--- config.mk ---
export PLATFORM = sky130hd
export DESIGN_NAME = dpct_top
export DESIGN_NICKNAME = d
export VERILOG_FILES = /design/src/logic/dpct_pkg.sv /design/src/logic/dpct_top.sv /design/src/logic/dpct_prescaler.sv /design/src/logic/dpct_counter.sv
export SDC_FILE = /design/constraint.sdc
export NUM_CORES = 1
export LEC_CHECK = 0
export BUFFER_PORTS_ARGS = -buffer_cell sky130_fd_sc_hd__buf_2
export CORE_MARGIN = 2
export CORE_UTILIZATION = 30
export DETAILED_ROUTE_END_ITERATION = 6
export HOLD_SLACK_MARGIN = 0.02
export PLACE_DENSITY = 0.6
export SYNTH_ARGS = -nofsm -noshare
export SYNTH_HDL_FRONTEND = slang
export SYNTH_SLANG_ARGS = --single-unit
export TNS_END_PERCENT = 10
--- constraint.sdc ---
create_clock -name core_clk_in -period 2.47 [get_ports core_clk_in]
set_input_delay 0.494 -clock core_clk_in [delete_from_list [all_inputs] [get_ports core_clk_in]]
set_output_delay 0.494 -clock core_clk_in [all_outputs]
set_load 0.05 [all_outputs]
--- src/logic/dpct_pkg.sv ---
// shared constants and types for the dual prescaled counter/timer block
// assumes one core clock; all users refer to names as dpct_pkg::name
package dpct_pkg;

  // =====================================================================
  // widths
  localparam int CNT_W    = 8;
  localparam int PRE_W    = 6;
  localparam int NUM_PORT = 4;
  localparam int NUM_REQ  = 6;
  localparam int REQ_IDX_W = 3;

  // =====================================================================
  // timing: the second timer's internal source is the core clock over four
  localparam int INT_DIV   = 4;
  localparam int INT_DIV_W = 2;

  // =====================================================================
  // port-three lines: index 0..3 are pins 0..3; pin 1 doubles as timer input
  localparam int PIN_TIMER = 1;
  // edge sensitivity per line, bit i = line i
  localparam logic [NUM_PORT-1:0] PORT_RISE_EN = 4'h6;
  localparam logic [NUM_PORT-1:0] PORT_FALL_EN = 4'hF;
  // request numbers of each line and of the two timers
  localparam int REQ_LINE0 = 3;
  localparam int REQ_LINE1 = 2;
  localparam int REQ_LINE2 = 0;
  localparam int REQ_LINE3 = 1;
  localparam int REQ_T0    = 4;
  localparam int REQ_T1    = 5;

  // =====================================================================
  // configuration encodings and reset values
  localparam logic EXT_MODE_ON = 1'b0;
  localparam logic [CNT_W-1:0] COUNT_RST = 8'h00;
  localparam logic [CNT_W-1:0] COUNT_ONE = 8'h01;
  localparam logic [PRE_W-1:0] PRE_RST   = 6'h00;
  localparam logic [NUM_REQ-1:0] REQ_RST = 6'h00;

  typedef enum logic [1:0] {
    DPCT_ROLE_CLOCK,
    DPCT_ROLE_RETRIG,
    DPCT_ROLE_NONRETRIG,
    DPCT_ROLE_GATE
  } dpct_role_t;

  typedef enum logic [1:0] {
    DPCT_CMD_NONE,
    DPCT_CMD_STOP,
    DPCT_CMD_RESUME,
    DPCT_CMD_RESTART
  } dpct_cmd_t;

endpackage

--- src/logic/dpct_top.sv ---
// dual prescaled counter/timers with external input roles and request flags
// assumes configuration ports are static while counting and commands are
// one-cycle codes on core_clk_in; port-three lines are asynchronous pins
//
// Operation
// - two independent 8-bit down counters, each behind its own 6-bit prescaler
// - first prescaler fed only internally; second internally or externally
// - each prescaler divides its input by any integer 1 through 64
// - counter decrements once per prescaler pulse from loaded value, 1 to 256 counts
// - end of count raises that timer's request
// - software can start, stop, resume or restart a counter from initial value
// - single-pass mode halts at zero without reload
// - modulo-n mode reloads initial value and keeps counting
// - counter reads never disturb count or mode; prescalers are not readable
// - second timer clock: core clock divided by four or the external pin
// - external pin acts as clock, retrigger, non-retrigger trigger or gate
// - cascading lets first timer's end of count clock the second timer
// - external input mode enabled when the mode select bit is zero
// - six maskable prioritized requests: four port lines and two timers
// - each request masked individually, and all gated globally
// - first prescaler setting is write-only
// - timer pin shares a request with its port line, both edges trigger
`timescale 1ns/1ps
module dpct_top #(
  parameter int CNT_W = dpct_pkg::CNT_W,
  parameter int PRE_W = dpct_pkg::PRE_W
) (
  input  wire logic                          core_clk_in,
  input  wire logic                          arst_n_in,
  input  wire logic [CNT_W-1:0]              t0_load_value_in,
  input  wire logic                          t0_load_in,
  input  wire logic [PRE_W-1:0]              t0_divisor_in,
  input  wire logic                          t0_continuous_in,
  input  wire logic [1:0]                    t0_cmd_in,
  input  wire logic [CNT_W-1:0]              t1_load_value_in,
  input  wire logic                          t1_load_in,
  input  wire logic [PRE_W-1:0]              t1_divisor_in,
  input  wire logic                          t1_continuous_in,
  input  wire logic [1:0]                    t1_cmd_in,
  input  wire logic                          input_mode_select_bit_in,
  input  wire logic [1:0]                    t1_input_role_in,
  input  wire logic                          cascade_in,
  input  wire logic [dpct_pkg::NUM_PORT-1:0] port_three_request_lines_in,
  input  wire logic [dpct_pkg::NUM_REQ-1:0]  request_mask_in,
  input  wire logic                          request_global_enable_in,
  input  wire logic [dpct_pkg::NUM_REQ-1:0]  request_clear_in,
  output logic [CNT_W-1:0]                   t0_count_out,
  output logic [CNT_W-1:0]                   t1_count_out,
  output logic                               t0_running_out,
  output logic                               t1_running_out,
  output logic [dpct_pkg::NUM_REQ-1:0]       request_pending_out,
  output logic                               interrupt_out,
  output logic [dpct_pkg::REQ_IDX_W-1:0]     interrupt_index_out
);

  initial begin
    if (CNT_W != dpct_pkg::CNT_W) $error("dpct_top: CNT_W must match package width");
    if (PRE_W != dpct_pkg::PRE_W) $error("dpct_top: PRE_W must match package width");
  end

  // =====================================================================
  // lowest set bit wins: request 0 has the highest priority
  // fixed order, no rotation
  function automatic logic [dpct_pkg::REQ_IDX_W-1:0] first_set(
    input logic [dpct_pkg::NUM_REQ-1:0] vec
  );
    logic [dpct_pkg::REQ_IDX_W-1:0] idx;
    idx = '0;
    // scan down so the lowest set bit stays
    for (int i = dpct_pkg::NUM_REQ - 1; i >= 0; i--) begin
      if (vec[i]) begin
        idx = i[dpct_pkg::REQ_IDX_W-1:0];
      end
    end
    return idx;
  endfunction

  // =====================================================================
  // pin synchronisers: a change counts once the second and third stages agree
  logic [dpct_pkg::NUM_PORT-1:0] sync1_reg;
  logic [dpct_pkg::NUM_PORT-1:0] sync2_reg;
  logic [dpct_pkg::NUM_PORT-1:0] sync3_reg;
  logic [dpct_pkg::NUM_PORT-1:0] level_reg;
  logic [dpct_pkg::NUM_PORT-1:0] pin_rise;
  logic [dpct_pkg::NUM_PORT-1:0] pin_fall;
  logic [dpct_pkg::NUM_PORT-1:0] line_event;

  // reset to the idle-high pin level
  // so no false edge follows reset
  always_ff @(posedge core_clk_in or negedge arst_n_in) begin
    if (!arst_n_in) begin
      sync1_reg <= '1;
      sync2_reg <= '1;
      sync3_reg <= '1;
    end else begin
      sync1_reg <= port_three_request_lines_in;
      sync2_reg <= sync1_reg;
      sync3_reg <= sync2_reg;
    end
  end

  genvar g;
  generate
    for (g = 0; g < dpct_pkg::NUM_PORT; g++) begin : g_line
      always_ff @(posedge core_clk_in or negedge arst_n_in) begin
        if (!arst_n_in) begin
          level_reg[g] <= 1'b1;
        end else if (sync2_reg[g] == sync3_reg[g]) begin
          level_reg[g] <= sync3_reg[g];
        end
      end
      // counts once stages two and three agree
      assign pin_rise[g]   = (sync2_reg[g] == sync3_reg[g]) && sync3_reg[g] && !level_reg[g];
      assign pin_fall[g]   = (sync2_reg[g] == sync3_reg[g]) && !sync3_reg[g] && level_reg[g];
      assign line_event[g] = (pin_rise[g] && dpct_pkg::PORT_RISE_EN[g])
                           || (pin_fall[g] && dpct_pkg::PORT_FALL_EN[g]);
    end
  endgenerate

  // =====================================================================
  // internal timebase: core clock over four
  // never restarted: a command lands
  // anywhere in the four-clock phase
  logic [dpct_pkg::INT_DIV_W-1:0] int_div_reg;
  logic                           int_tick;

  assign int_tick = (int_div_reg == dpct_pkg::INT_DIV_W'(dpct_pkg::INT_DIV - 1));

  always_ff @(posedge core_clk_in or negedge arst_n_in) begin
    if (!arst_n_in) begin
      int_div_reg <= '0;
    end else begin
      int_div_reg <= int_tick ? '0 : int_div_reg + 1'b1;
    end
  end

  // =====================================================================
  // command decode
  // a held code acts on every edge
  // so a held restart pins the count
  logic t0_restart;
  logic t0_stop;
  logic t0_resume;
  logic t1_restart;
  logic t1_stop;
  logic t1_resume;
  logic t1_trigger;
  logic t0_active;
  logic t1_active;

  assign t0_restart = (t0_cmd_in == 2'(dpct_pkg::DPCT_CMD_RESTART));
  assign t0_stop    = (t0_cmd_in == 2'(dpct_pkg::DPCT_CMD_STOP));
  assign t0_resume  = (t0_cmd_in == 2'(dpct_pkg::DPCT_CMD_RESUME));
  assign t1_stop    = (t1_cmd_in == 2'(dpct_pkg::DPCT_CMD_STOP));
  assign t1_resume  = (t1_cmd_in == 2'(dpct_pkg::DPCT_CMD_RESUME));
  assign t1_restart = (t1_cmd_in == 2'(dpct_pkg::DPCT_CMD_RESTART)) || t1_trigger;

  // =====================================================================
  // second timer source selection and external input roles
  // cascade overrides the clock and gate pin roles
  // pin triggers still restart the second timer in trigger roles
  logic ext_mode;
  logic ext_fall;
  logic ext_level;
  logic t0_end;
  logic t1_end;
  logic t1_src_tick;

  assign ext_mode  = (input_mode_select_bit_in == dpct_pkg::EXT_MODE_ON);
  assign ext_fall  = pin_fall[dpct_pkg::PIN_TIMER];
  assign ext_level = level_reg[dpct_pkg::PIN_TIMER];

  // a non-retriggerable trigger is ignored while the count is still running
  // triggers use the filtered fall
  always_comb begin
    t1_trigger = 1'b0;
    if (ext_mode && ext_fall) begin
      case (t1_input_role_in)
        2'(dpct_pkg::DPCT_ROLE_RETRIG):    t1_trigger = 1'b1;
        2'(dpct_pkg::DPCT_ROLE_NONRETRIG): t1_trigger = !t1_active;
        default:                           t1_trigger = 1'b0;
      endcase
    end
  end

  // gate opens 3-4 clocks after the pin
  always_comb begin
    t1_src_tick = int_tick;
    if (cascade_in) begin
      t1_src_tick = t0_end;
    end else if (ext_mode) begin
      case (t1_input_role_in)
        2'(dpct_pkg::DPCT_ROLE_CLOCK): t1_src_tick = ext_fall;
        2'(dpct_pkg::DPCT_ROLE_GATE):  t1_src_tick = int_tick && ext_level;
        default:                       t1_src_tick = int_tick;
      endcase
    end
  end

  // =====================================================================
  // the two timers; prescaler settings have no read path at all
  // load/restart clear the prescaler
  // phase: first period is a full one
  logic t0_pre_pulse;
  logic t1_pre_pulse;

  // first timer: internal tick only
  dpct_prescaler #(.PRE_W(PRE_W)) u_pre0 (
    .core_clk_in (core_clk_in),
    .arst_n_in   (arst_n_in),
    .tick_in     (int_tick),
    .restart_in  (t0_load_in || t0_restart),
    .divisor_in  (t0_divisor_in),
    .pulse_out   (t0_pre_pulse)
  );

  // reads of count never touch the state
  dpct_counter #(.CNT_W(CNT_W)) u_cnt0 (
    .core_clk_in   (core_clk_in),
    .arst_n_in     (arst_n_in),
    .tick_in       (t0_pre_pulse),
    .load_in       (t0_load_in),
    .load_value_in (t0_load_value_in),
    .restart_in    (t0_restart),
    .stop_in       (t0_stop),
    .resume_in     (t0_resume),
    .continuous_in (t0_continuous_in),
    .count_out     (t0_count_out),
    .active_out    (t0_active),
    .end_out       (t0_end)
  );

  // second timer: source picked above
  dpct_prescaler #(.PRE_W(PRE_W)) u_second_prescaler_reg (
    .core_clk_in (core_clk_in),
    .arst_n_in   (arst_n_in),
    .tick_in     (t1_src_tick),
    .restart_in  (t1_load_in || t1_restart),
    .divisor_in  (t1_divisor_in),
    .pulse_out   (t1_pre_pulse)
  );

  dpct_counter #(.CNT_W(CNT_W)) u_cnt1 (
    .core_clk_in   (core_clk_in),
    .arst_n_in     (arst_n_in),
    .tick_in       (t1_pre_pulse),
    .load_in       (t1_load_in),
    .load_value_in (t1_load_value_in),
    .restart_in    (t1_restart),
    .stop_in       (t1_stop),
    .resume_in     (t1_resume),
    .continuous_in (t1_continuous_in),
    .count_out     (t1_count_out),
    .active_out    (t1_active),
    .end_out       (t1_end)
  );

  // running is the counter's own flag
  assign t0_running_out = t0_active;
  assign t1_running_out = t1_active;

  // =====================================================================
  // request flags: a new event wins over a clear in the same cycle
  // masking never clears a flag, so
  // software can poll masked requests
  logic [dpct_pkg::NUM_REQ-1:0] req_event;
  logic [dpct_pkg::NUM_REQ-1:0] pending_reg;
  logic [dpct_pkg::NUM_REQ-1:0] enabled;

  always_comb begin
    req_event                     = '0;
    req_event[dpct_pkg::REQ_LINE0] = line_event[0];
    req_event[dpct_pkg::REQ_LINE1] = line_event[1];
    req_event[dpct_pkg::REQ_LINE2] = line_event[2];
    req_event[dpct_pkg::REQ_LINE3] = line_event[3];
    req_event[dpct_pkg::REQ_T0]    = t0_end;
    req_event[dpct_pkg::REQ_T1]    = t1_end;
  end

  // one flag per request, cleared by bit
  always_ff @(posedge core_clk_in or negedge arst_n_in) begin
    if (!arst_n_in) begin
      pending_reg <= dpct_pkg::REQ_RST;
    end else begin
      pending_reg <= (pending_reg & ~request_clear_in) | req_event;
    end
  end

  assign request_pending_out = pending_reg;
  // global enable gates every request
  assign enabled = pending_reg & request_mask_in & {dpct_pkg::NUM_REQ{request_global_enable_in}};

  // level and index change together
  always_ff @(posedge core_clk_in or negedge arst_n_in) begin
    if (!arst_n_in) begin
      interrupt_out       <= 1'b0;
      interrupt_index_out <= '0;
    end else begin
      interrupt_out       <= |enabled;
      interrupt_index_out <= first_set(enabled);
    end
  end

endmodule

--- src/logic/dpct_prescaler.sv ---
// programmable prescaler: divides incoming tick pulses by 1..64
// assumes tick_in and restart_in are one-cycle pulses on core_clk_in
`timescale 1ns/1ps
module dpct_prescaler #(
  parameter int PRE_W = dpct_pkg::PRE_W
) (
  input  wire logic             core_clk_in,
  input  wire logic             arst_n_in,
  input  wire logic             tick_in,
  input  wire logic             restart_in,
  input  wire logic [PRE_W-1:0] divisor_in,
  output logic                  pulse_out
);

  initial begin
    if (PRE_W < 1 || PRE_W > 16) $error("dpct_prescaler: PRE_W out of range");
  end

  logic [PRE_W-1:0] phase_reg;
  logic [PRE_W-1:0] last_phase;

  // a divisor code of zero wraps to all ones, giving the full 2**PRE_W division
  assign last_phase = divisor_in - {{(PRE_W-1){1'b0}}, 1'b1};
  assign pulse_out  = tick_in && !restart_in && (phase_reg == last_phase);

  always_ff @(posedge core_clk_in or negedge arst_n_in) begin
    if (!arst_n_in) begin
      phase_reg <= '0;
    end else if (restart_in) begin
      phase_reg <= '0;
    end else if (tick_in) begin
      phase_reg <= (phase_reg == last_phase) ? '0 : phase_reg + 1'b1;
    end
  end

endmodule

--- src/logic/dpct_counter.sv ---
// 8-bit down counter with initial-value register, single-pass and modulo-n modes
// assumes all strobes are one-cycle pulses on core_clk_in
`timescale 1ns/1ps
module dpct_counter #(
  parameter int CNT_W = dpct_pkg::CNT_W
) (
  input  wire logic             core_clk_in,
  input  wire logic             arst_n_in,
  input  wire logic             tick_in,
  input  wire logic             load_in,
  input  wire logic [CNT_W-1:0] load_value_in,
  input  wire logic             restart_in,
  input  wire logic             stop_in,
  input  wire logic             resume_in,
  input  wire logic             continuous_in,
  output logic [CNT_W-1:0]      count_out,
  output logic                  active_out,
  output logic                  end_out
);

  initial begin
    if (CNT_W < 2 || CNT_W > 16) $error("dpct_counter: CNT_W out of range");
  end

  logic [CNT_W-1:0] init_reg;
  logic [CNT_W-1:0] count_reg;
  logic             active_reg;
  logic             at_one;

  assign at_one     = (count_reg == {{(CNT_W-1){1'b0}}, 1'b1});
  assign end_out    = tick_in && active_reg && at_one && !restart_in && !stop_in;
  assign count_out  = count_reg;
  assign active_out = active_reg;

  always_ff @(posedge core_clk_in or negedge arst_n_in) begin
    if (!arst_n_in) begin
      init_reg <= '0;
    end else if (load_in) begin
      init_reg <= load_value_in;
    end
  end

  // zero as initial value means 256 counts: it decrements through 255 down to one
  always_ff @(posedge core_clk_in or negedge arst_n_in) begin
    if (!arst_n_in) begin
      count_reg <= '0;
    end else if (load_in) begin
      count_reg <= load_value_in;
    end else if (restart_in) begin
      count_reg <= init_reg;
    end else if (tick_in && active_reg && !stop_in) begin
      if (at_one) begin
        count_reg <= continuous_in ? init_reg : '0;
      end else begin
        count_reg <= count_reg - 1'b1;
      end
    end
  end

  always_ff @(posedge core_clk_in or negedge arst_n_in) begin
    if (!arst_n_in) begin
      active_reg <= 1'b0;
    end else if (restart_in) begin
      active_reg <= 1'b1;
    end else if (stop_in) begin
      active_reg <= 1'b0;
    end else if (resume_in) begin
      active_reg <= (count_reg != '0);
    end else if (end_out && !continuous_in) begin
      active_reg <= 1'b0;
    end
  end

endmodule

* Yosys cells after proc, flatten, opt, wreduce, memory -nomap -nowiden
Cells that the tools add are included.
** Cells by class
- Add/subtract/negate cells :: 7
- $mul :: 0
- Div/mod/pow operators :: 0
- Magnitude comparators :: 0
- Eq/ne operators :: 18
- Shift operators :: 0
- Mux-type cells :: 36
- Bitwise logic cells :: 6
- Reductions and logical operators :: 60
** Operators with widths (number)
- 8-bit 2-to-1 mux :: 10
- 6-bit 2-to-1 mux :: 6
- 1-bit logical AND :: 30
- 6-bit AND :: 3
- 3-bit 2-to-1 mux :: 6
- 8-bit by 1-bit equality test with 1-bit output, second input constant :: 2
- 8-bit nonzero test :: 2
- 8-bit by 1-bit subtractor with 8-bit output, second input constant :: 2
- 1-bit logical NOT :: 15
- 2-bit equality test, second input constant :: 7
- 6-bit by 1-bit adder with 6-bit output, second input constant :: 2
- 6-bit equality test :: 2
- 6-bit by 1-bit subtractor with 6-bit output, second input constant :: 2
- 1-bit 2-to-1 mux :: 11
- 4-bit nonzero test :: 2
- 2-bit by 1-bit equality test with 1-bit output, second input constant :: 3
- 6-bit inverter :: 1
- 6-bit bitwise OR :: 1
- 3-bit nonzero test :: 2
- 6-bit OR reduction :: 1
- 1-bit logical OR :: 5
- 1-bit equality test :: 4
- 1-bit one-hot mux with 2 select lines :: 2
- 2-bit nonzero test :: 2
- 4 further kinds :: 4
** Storage, ports and cells
- Flip-flop bits (word level) :: 74
- Bits in latches :: 0
- RAM bits :: 0
- Memory bits (read-only) :: 0
- Bits of input ports :: 59
- Logic and storage cells :: 146
- Memories :: 0

* Depth between registers and ports, before layout
Gate-level depths: netlist of the first run.
- Depth after elaboration :: 21
- Gate-level depth with buffers :: 9
- Mapped depth without buffers :: 8

* Modules after synthesis
From an unflattened synthesis of the first run, not the netlist that was laid out.
** Unflattened totals
- Cell total of the unflattened synthesis :: 445
- Area, all modules :: 4414.2 um^2
** By module, submodules not included
- dpct_counter :: times used 2, cells each 107, area an instance 1039.7 um^2
- dpct_top :: times used 1, cells each 107, area an instance 1223.7 um^2
- dpct_prescaler :: times used 2, cells each 62, area an instance 555.5 um^2

* Least setup slack after synthesis of the first run
OpenSTA, ideal clock, no wires.
- Kind :: input to register
- Start point :: in t1_divisor_in[0]
- End point :: reg u_cnt1.count_reg[0] (netlist: u_cnt1.count_out[0])
- Arrival time :: 2.227 ns
- Data required time :: 2.338 ns
- Path slack :: 0.110 ns
- Stages :: 9
- Path buffers :: 1
- Cells stage by stage :: inv_1 -> ha_1 -> nor2b_1 -> or3_1 -> a31oi_1 -> nand3_1 -> o31a_1 -> buf_2 -> mux2i_1
** On the way
- Word-level cells in the longest chain between the ends :: 6
** RTL lines
- from (decl) :: RTL line dpct_top.sv:37 : input wire logic [PRE_W-1:0] t1_divisor_in,
- 6-bit by 1-bit subtractor with 6-bit output :: RTL line dpct_prescaler.sv:23 : assign last_phase = divisor_in - {{(PRE_W-1){1'b0}}, 1'b1};
- 6-bit equality test :: RTL line dpct_prescaler.sv:24 : assign pulse_out = tick_in && !restart_in && (phase_reg == last_phase);
- 1-bit logical AND :: RTL line dpct_prescaler.sv:24
- 1-bit logical AND (2 in series) :: RTL line dpct_counter.sv:51 : end else if (tick_in && active_reg && !stop_in) begin
- 3-bit nonzero test (no source line)
- to (signal assigned) :: RTL line dpct_counter.sv:50 : count_reg <= init_reg;
- to (signal assigned) :: RTL line dpct_counter.sv:53 : count_reg <= continuous_in ? init_reg : '0;
- to (signal assigned) :: RTL line dpct_counter.sv:55 : count_reg <= count_reg - 1'b1;
- to (decl) :: RTL line dpct_counter.sv:26 : logic [CNT_W-1:0] count_reg;
Every way passes these cells.
A chain may end at the register's enable or synchronous reset.

* Final worst setup path of the first run
- Start point :: reg sync2_reg[1] (netlist bit)
- End point :: reg u_cnt1.count_reg[3] (netlist: u_cnt1.count_out[3])
** On the way
- Word-level cells in the longest chain between the ends :: 13
** RTL lines
- from (decl) :: RTL line dpct_top.sv:81 : logic [dpct_pkg::NUM_PORT-1:0] sync2_reg;
- from (signal assigned) :: RTL line dpct_top.sv:97 : sync2_reg <= sync1_reg;
- 1-bit equality test (*) :: RTL line dpct_top.sv:114 : assign pin_fall[g] = (sync2_reg[g] == sync3_reg[g]) && !sync3_reg[g] && level_reg[g];
- 1-bit logical AND (*) (2 in series) :: RTL line dpct_top.sv:114
- parallel branches: the longest is 10 deep, another holds 3-bit nonzero test
Mark *: on every way between the ends.

==> results of run 1 <==
==> metrics by stage <==
step / area, sq um / instances / hold WS [ns] / utilization / worst slack, ns
2_1_floorplan: 4130 / 426 / 0.198 / - / 0.110
3_3_place_gp: 4980 / 709 / 0.347 / 0.373 / -0.0466
3_5_place_dp: 4980 / 709 / 0.348 / 0.373 / -0.0992
4_1_cts: 5260 / 725 / 0.126 / 0.394 / 0.154
5_1_grt: 5270 / 726 / 0.140 / 0.395 / 0.0167
6_report: 5270 / 726 / 0.112 / 0.395 / 0.202
==> how the worst min path moves through the flow <==
stage	start	end	slack, ns	depth (start not counted)
6_report	arst_n_in	u_cnt1.init_reg[5]$_DFFE_PN0P_	0.11	1
3_3_place_gp	sync1_reg[2]$_DFF_PN1_	sync2_reg[2]$_DFF_PN1_	0.35	0
5_1_grt	arst_n_in	u_cnt1.init_reg[5]$_DFFE_PN0P_	0.14	1
4_1_cts	arst_n_in	u_cnt1.init_reg[5]$_DFFE_PN0P_	0.13	1
2_1_floorplan	arst_n_in	int_div_reg[0]$_DFF_PN0_	0.20	0
3_5_place_dp	sync1_reg[0]$_DFF_PN1_	sync2_reg[0]$_DFF_PN1_	0.35	0
==> power breakdown <==
part	internal (mW)	switching (mW)
logic	0.284	0.526
registers	1.33	0.0994
clock network	0.686	0.536
total	2.30	1.16
==> per-layer routing <==
| layer | share of wire | global-route usage | routed length, um | vias to the layer above |
|---|---|---|---|---|
| met2 | 0.45 | 0.222 | 4610 | 114 |
| met5 | 0 | 0 | 0 | - |
| li1 | - | - | - | 1773 |
| met1 | 0.48 | 0.202 | 4850 | 1691 |
| met3 | 0.059 | 0.0362 | 601 | 9 |
| met4 | 0.011 | 0.0460 | 110 | 0 |
==> critical path, stage by stage (launching register included) <==
cell and delay [ns]:
dfstp_2 0.55, inv_1 0.05, ha_1 0.21, and4b_1 0.20, o21ai_1 0.14, nor4bb_1 0.33, nand4_1 0.13, buf_4 0.19
a211oi_1 0.24, o32ai_1 0.11
==> final cells by class <==
cell class	count	area (sq um)
multi-input cells	301	2070
diodes	1	2.50
flip-flops and latches	74	1870
clock buffers	9	225
repair buffers	115	663
clock inverters	7	51.3
well taps	176	220
fillers	1333	8080
inverters	43	161
==> cells in the final DEF (no fill, tap or decap), types with 5 or more instances in the layout <==
master and count:
a32oi_1 5, buf_2 85, ha_1 19, a21oi_1 12, mux2_2 11, a21o_1 6
xnor2_1 14, xor2_1 6, o21ai_0 31, inv_1 43, a221oi_1 5, o22ai_1 7
a31oi_1 9, buf_4 29, nor2b_1 7, nor3_1 14, clkbuf_16 9, nand2_1 47
nand3_1 10, dfrtp_1 58, dfstp_2 16, and3_1 5, nand2b_1 8, nor2_1 19
==> cell usage after synthesis (4+ instances only) <==
master	count
a211oi_1	5
a21o_1	6
a21oi_1	12
a221oi_1	5
a31oi_1	9
a32oi_1	5
and3_1	5
clkbuf_1	5
dfrtp_1	58
dfstp_2	16
ha_1	19
inv_1	43
mux2_2	11
mux2i_1	4
nand2_1	47
nand2b_1	8
nand3_1	10
nand4_1	4
nor2_1	19
nor2b_1	7
nor3_1	14
nor3b_1	4
o21ai_0	31
o22ai_1	7
xnor2_1	14
xor2_1	6
==> kinds of logic after synthesis <==
group	count (synthesis)
AOI/OAI and AO/OA	106
xor gates and xnor gates	20
adders and majority gates	19
buffers and inverters	51
DFF	74
muxes	16
and+or+nand+nor	140
==> summary.md, run 1 <==
| Metric | Value |
|---|---|
| Run status | complete, no violations |
| Max capacitance violation total | 0 |
| Post-synthesis mux area share | 0.0424 |
| First-pass GRT wire length | 17000 um |
| Post CTS Setup Buffer Count | 0 |
| Initial core utilization | 0.310 |
| Register bit total from synthesis | 74 |
| R2R setup slack | 0.20 ns |
| Crit Path Max Fanout | 8 |
| Port Buffers | 86 |
| Setup TNS | 0 ns |
| Largest net degree at the start of global routing | 42 |
| Post-synthesis sequential area ratio | 0.453 |
| Critical path required time | 2.67 ns |
| Least-Margin Pin Slew | 0.482 ns |
| Initial antenna violation count | 1 |
| Fmax | 441 MHz |
| Worst Setup EP | u_cnt1.count_out[3]$_DFFE_PN0P_ |
| Library cells used by synthesis | 59 |
| Final setup viols | 0 |
| Pwr Density | 658 mW/mm^2 |
| DR vias | 3587 |
| Post-Synth XOR/XNOR Area | 0.0424 |
| Worst clock skew | 0.00455 ns |
| DR WL/cell | 14.0 um |
| PostCTS Resize Cnt | 0 |
| Total track usage | 0.145 |
| Crit path DAT | 2.47 ns |
| Critical path origin | sync2_reg[1]$_DFF_PN1_ |
| Vias in the first global route | 3550 |
| Syn nets | 504 |
| Ports | 87 |
| Worst VDD drop | 0.391 mV |
| CP startpoint kind | register |
| Layout area overhead | 27.5% |
| H-Tree Depth | 3 |
| Critical setup path kind | register to register |
| Final Cycle Share | 0.918 |
| Routability Congestion | 0.817 |
| Asr flop ratio synth | 1.00 |
| CTS tree | built |
| Main area contributors after synthesis | dfrtp_1 (35%), dfstp_2 (10%), ha_1 (5.8%) |
| Rel. slew slack | 0.678 |
| Compound-Gate Fraction of Synth Area | 0.177 |
| Fraction of layout cells with a size suffix above 1 | 0.301 |
| Max Slew Vio Count | 0 |
| Syn avg cell area | 9.70 sq um |
| DRC viols | 0 |
| Hold Violations, Final | 0 |
| Total Power | 3.47 mW |
| EDFF count, synth | 0 |
| Hold Buf Count CTS | 0 |
| Final wirelength | 10200 um |
| Syn Inst Count | 426 |
| Row cnt | 42 |
| YS warnings | 0 |
| RSZ-0062 raised after global routing | false |
| # clock sinks | 74 |
| Synth Area in Adders | 0.0575 |
| Nets@finish | 622 |
| Reg2reg end | u_cnt1.count_out[3]$_DFFE_PN0P_ |
| Core Area | 0.0133 sq mm |
| DRT Pass-1 Iters | 4 |
| Prevailing post-synth register cell | dfrtp_1 |
| Worst-path clk slew | 0.06 ns |
| R2r startpoint | sync2_reg[1]$_DFF_PN1_ |
| Post-Synth Simple-Gate Area | 0.180 |
| Root Driver | clkbuf_16 |
| Leakage | 2.46 nW |
| HPWL reported at the end of detailed placement | 7660 um |
| Main combinational cell family by area after synthesis | simple AND/OR/NAND/NOR gates |
| Worst Setup End Kind | register |
| CTS max path bufs | 2 |
| Die X | 121 um |
| Hold WC Path Type | input pin to asynchronous set/reset pin |
| Post-route minimum period | 2.27 ns |
| Worst-Skew Late Latency | 0.33 ns |
| Worst Reg-to-Reg Cells | 9 |
| ANT nets after route | 0 |
| Vias per cell | 4.94 |
| CTS Buf Count | 9 |
| Die area | 0.0147 sq mm |
| Post-synth top area share | 0.351 |
| Grt ovf | 0 |
| Area leader, netlist | dfrtp_1 |
| Die H | 121 um |
| Cell Area, Synth | 0.00413 sq mm |
| 1st-iter DRT viols | 198 |
Note: power is estimated with default switching activity, not from simulation.
==> run 2, diff against run 1 <==
--- a/config.mk
+++ b/config.mk
@@ -13,5 +13,6 @@
 export PLACE_DENSITY = 0.6
 export SYNTH_ARGS = -nofsm -noshare
 export SYNTH_HDL_FRONTEND = slang
+export SYNTH_HIERARCHICAL = 1
 export SYNTH_SLANG_ARGS = --single-unit
 export TNS_END_PERCENT = 10
==> run 2 against run 1 <==
- the run now ends with setup timing left
- critical path type is now input pin to register
- critical endpoint is now u_cnt1/count_out[3]$_DFFE_PN0P_
- highest routed layer unchanged
- register-to-register slack worse by 0.83 ns
- global-route usage up 0.32 points
- clock power up 24%
- die area up 6.6%
- total power up 11%
- utilization up 2.7 points
- maximum frequency down 28%
- sequential share of layout area down 4.9 points
==> summary.md, run 2 <==
| Metric | Value |
|---|---|
| Layout area overhead | 38.3% (was 27.5%) |
| Reg area | 0.00187 sq mm (unchanged) |
| Asr flop ratio synth | 1.00 (unchanged) |
| Post-route minimum period | 3.16 ns (was 2.27 ns) |
| Critical path required time | 2.69 ns (was 2.67 ns) |
| Crit path DAT | 3.38 ns (was 2.47 ns) |
| First-pass GRT wire length | 19200 um (was 17000 um) |
| CTS Buf Count | 9 (unchanged) |
| Hold WC Path Type | input pin to register (was input pin to asynchronous set/reset pin) |
| DR vias | 3980 (was 3587) |
| Main area contributors after synthesis | dfrtp_1 (33%), dfstp_2 (9.5%), ha_1 (6.0%) (was dfrtp_1 (35%), dfstp_2 (10%), ha_1 (5.8%)) |
| Worst clock skew | 0.00776 ns (was 0.00455 ns) |
| Area leader, netlist | dfrtp_1 (unchanged) |
| Crit path buf inv count | 4 (was 2) |
| ANT nets after route | 0 (unchanged) |
| Setup TNS | -8.71 ns (was 0 ns) |
| Library cells used by synthesis | 63 (was 59) |
| YS warnings | 6 (was 0) |
| Run status | finished with violations (was complete, no violations) |
| Post-synthesis sequential area ratio | 0.424 (was 0.453) |
| DRC viols | 0 (unchanged) |
| Fin area | 0.00611 sq mm (was 0.00527 sq mm) |
| Crit path cell chain | buf_6 > or3_4 > nor4_2 > buf_4 > nor4_4 > and4b_1 > and3b_2 > nand3_4 > nor2_4 > a32oi_2 > o21ai_2 > and4b_1 > and3b_2 > buf_4 > nand2b_4 > buf_6 > a32o_1 (was inv_1 > ha_1 > and4b_1 > o21ai_1 > nor4bb_1 > nand4_1 > buf_4 > a211oi_1 > o32ai_1) |
| Root Driver | clkbuf_16 (unchanged) |
| Hold Violations, Final | 0 (unchanged) |
| Most frequent cells after synthesis | dfrtp_1 (58), nand2_1 (41), inv_1 (35) (was dfrtp_1 (58), nand2_1 (47), inv_1 (43)) |
| Syn nets | 525 (was 504) |
| # clock sinks | 74 (unchanged) |
| Failing checks | setup timing |
| Initial antenna violation count | 0 (was 1) |
| DRT Pass-1 Iters | 4 (unchanged) |
| CP delay by family, top | simple AND/OR/NAND/NOR gates (unchanged) |
| Worst Setup End Kind | register (unchanged) |
| Die X | 125 um (was 121 um) |
| Final Cycle Share | 1.28 (was 0.918) |
| RSZ-0062 raised after global routing | true (was false) |
| Port Buffers | 86 (unchanged) |
| Final setup viols | 17 (was 0) |
| Vias in the first global route | 4016 (was 3550) |
| Placement Cell Area | 0.00553 sq mm (was 0.00498 sq mm) |
| Initial core utilization | 0.305 (was 0.310) |
| Final wirelength | 11500 um (was 10200 um) |
| Rel. slew slack | 0.420 (was 0.678) |
| HPWL reported at the end of detailed placement | 8660 um (was 7660 um) |
| Worst-Skew Late Latency | 0.34 ns (was 0.33 ns) |
| Post-synth top area share | 0.329 (was 0.351) |
| Grt ovf | 0 (unchanged) |
| Antenna diodes | 0 (was 1) |
| Most common cell after layout, fill and taps aside | buf_2 (unchanged) |
| CP startpoint kind | input pin (was register) |
| Critical-path top delay cell | or3_4 (was dfstp_2) |
| Ports | 87 (unchanged) |
| Die H | 125 um (was 121 um) |
| Cell Area, Synth | 0.00441 sq mm (was 0.00413 sq mm) |
| Vias per cell | 5.04 (was 4.94) |
| Setup ws final | -0.690 ns (was 0.202 ns) |
| Commonest cells after routing, fill and taps aside | buf_2 (82), buf_4 (71), dfrtp_1 (58) (was buf_2 (85), dfrtp_1 (58), nand2_1 (47)) |
| Largest net degree at the start of global routing | 69 (was 42) |
| Fraction of layout cells with a size suffix above 1 | 0.412 (was 0.301) |
| Register bit total from synthesis | 74 (unchanged) |
| 1st-iter DRT viols | 162 (was 198) |
| Area of the multi-input gates | 0.00250 sq mm (was 0.00207 sq mm) |
| Critical path's largest stage delay | 0.43 ns (was 0.55 ns) |
| Syn Inst Count | 445 (was 426) |
| Critical setup path kind | input pin to register (was register to register) |
| Total track usage | 0.149 (was 0.145) |
| Max capacitance violation total | 0 (unchanged) |
| Crit Path Max Fanout | 6 (was 8) |
| CTS tree | built (unchanged) |
| Die area | 0.0157 sq mm (was 0.0147 sq mm) |
| EDFF count, synth | 0 (unchanged) |
| Fmax | 316 MHz (was 441 MHz) |
| Hold Buf Count CTS | 0 (unchanged) |
| Worst VDD drop | 0.418 mV (was 0.391 mV) |
| Top-count cell post-synth | dfrtp_1 (unchanged) |
| Prevailing post-synth register cell | dfrtp_1 (unchanged) |
| Worst-path clk slew | 0.06 ns (about the same) |
| FILL cells | 1409 (was 1333) |
| Row cnt | 44 (was 42) |
| CTS max path bufs | 2 (unchanged) |
| Least-Margin Pin Slew | 0.871 ns (was 0.482 ns) |
| Pwr Density | 631 mW/mm^2 (was 658 mW/mm^2) |
| H-Tree Depth | 3 (unchanged) |
| Leakage | 2.87 nW (was 2.46 nW) |
| DR WL/cell | 14.6 um (was 14.0 um) |
| Syn avg cell area | 9.92 sq um (was 9.70 sq um) |
| Routability Congestion | 0.881 (was 0.817) |
| Core Area | 0.0145 sq mm (was 0.0133 sq mm) |
| Max Slew Vio Count | 0 (unchanged) |
| Nets@finish | 680 (was 622) |
==> run 2: cell types whose count changed after synthesis, sizes merged, moves of 7 or more <==
cell / before / now
o211ai: 1 / 15
or3b: 0 / 8
xnor2: 14 / 6
nor3: 14 / 7
o21ai: 32 / 19
inv: 43 / 35
==> run 2: metal layers <==
metal / GRT usage / up-vias / share of wire
met5: 0 / - / 0
met4: 0.0451 / 0 / 0.012
met3: 0.0308 / 12 / 0.053
met2: 0.238 / 115 / 0.46
met1: 0.203 / 1914 / 0.47
li1: - / 1939 / -
==> run 2: cell families after synthesis <==
logic type / synth area share
xor+xnor: 0.0317
mux: 0.0244
fa+ha+maj: 0.0595
compound gates: 0.188
buf+inv: 0.0439
flops: 0.424
simple gates: 0.228
==> run 2: cell type report <==
class / count / area share
multi-input cells: 322 / 0.410
flip-flops and latches: 74 / 0.307
repair buffers: 158 / 0.166
clock buffers: 13 / 0.0459
well taps: 184 / 0.0377
inverters: 35 / 0.0223
clock inverters: 3 / 0.0113
==> run 2: report_power, final <==
| group | switching [mW] | internal (mW) | total [mW] |
|---|---|---|---|
| combinational | 0.565 | 0.352 | 0.917 |
| sequential | 0.0947 | 1.33 | 1.42 |
| clock | 0.512 | 0.997 | 1.51 |
| total | 1.17 | 2.68 | 3.85 |
==> run 2: timing repair <==
item,in CTS,in global routing
pin swaps,17,8
cloned,0,0
endpoints found under the setup margin,18,22
setup buffers,4,4
gates resized for setup,16,19
endpoints found under the hold margin,0,0
==> run 2: path summary, 6_finish.rpt <==
check / cells past startpoint / slack [ns] / from / endpoint
worst max-delay path: 17 / -0.69 / t0_divisor_in[2] / u_cnt1/count_out[3]$_DFFE_PN0P_
worst min-delay path: 1 / 0.26 / port_three_request_lines_in[3] / sync1_reg[3]$_DFF_PN1_
worst max register to register: 14 / -0.63 / u_pre0/phase_reg[3]$_DFFE_PN0P_ / u_cnt1/count_out[4]$_DFFE_PN0P_
min in group asynchronous: 1 / 0.29 / arst_n_in / request_pending_out[1]$_DFF_PN0_
max in group asynchronous: 2 / 1.48 / arst_n_in / ext_level$_DFFE_PN1N_
worst min register to register: 0 / 0.35 / sync1_reg[1]$_DFF_PN1_ / sync2_reg[1]$_DFF_PN1_
==> run 2: stage by stage <==
| step | hold WS [ns] | power (mW) | instances | utilization | setup slack, ns |
|---|---|---|---|---|---|
| floorplan | 0.198 | 2.00 | 445 | - | -1.22 |
| global placement | 0.345 | 2.32 | 765 | 0.382 | -0.985 |
| detailed placement | 0.347 | 2.34 | 765 | 0.382 | -1.12 |
| CTS | 0.242 | 3.89 | 785 | 0.414 | -0.623 |
| global route | 0.244 | 4.05 | 789 | 0.422 | -0.898 |
| finish | 0.257 | 3.85 | 789 | 0.422 | -0.690 |
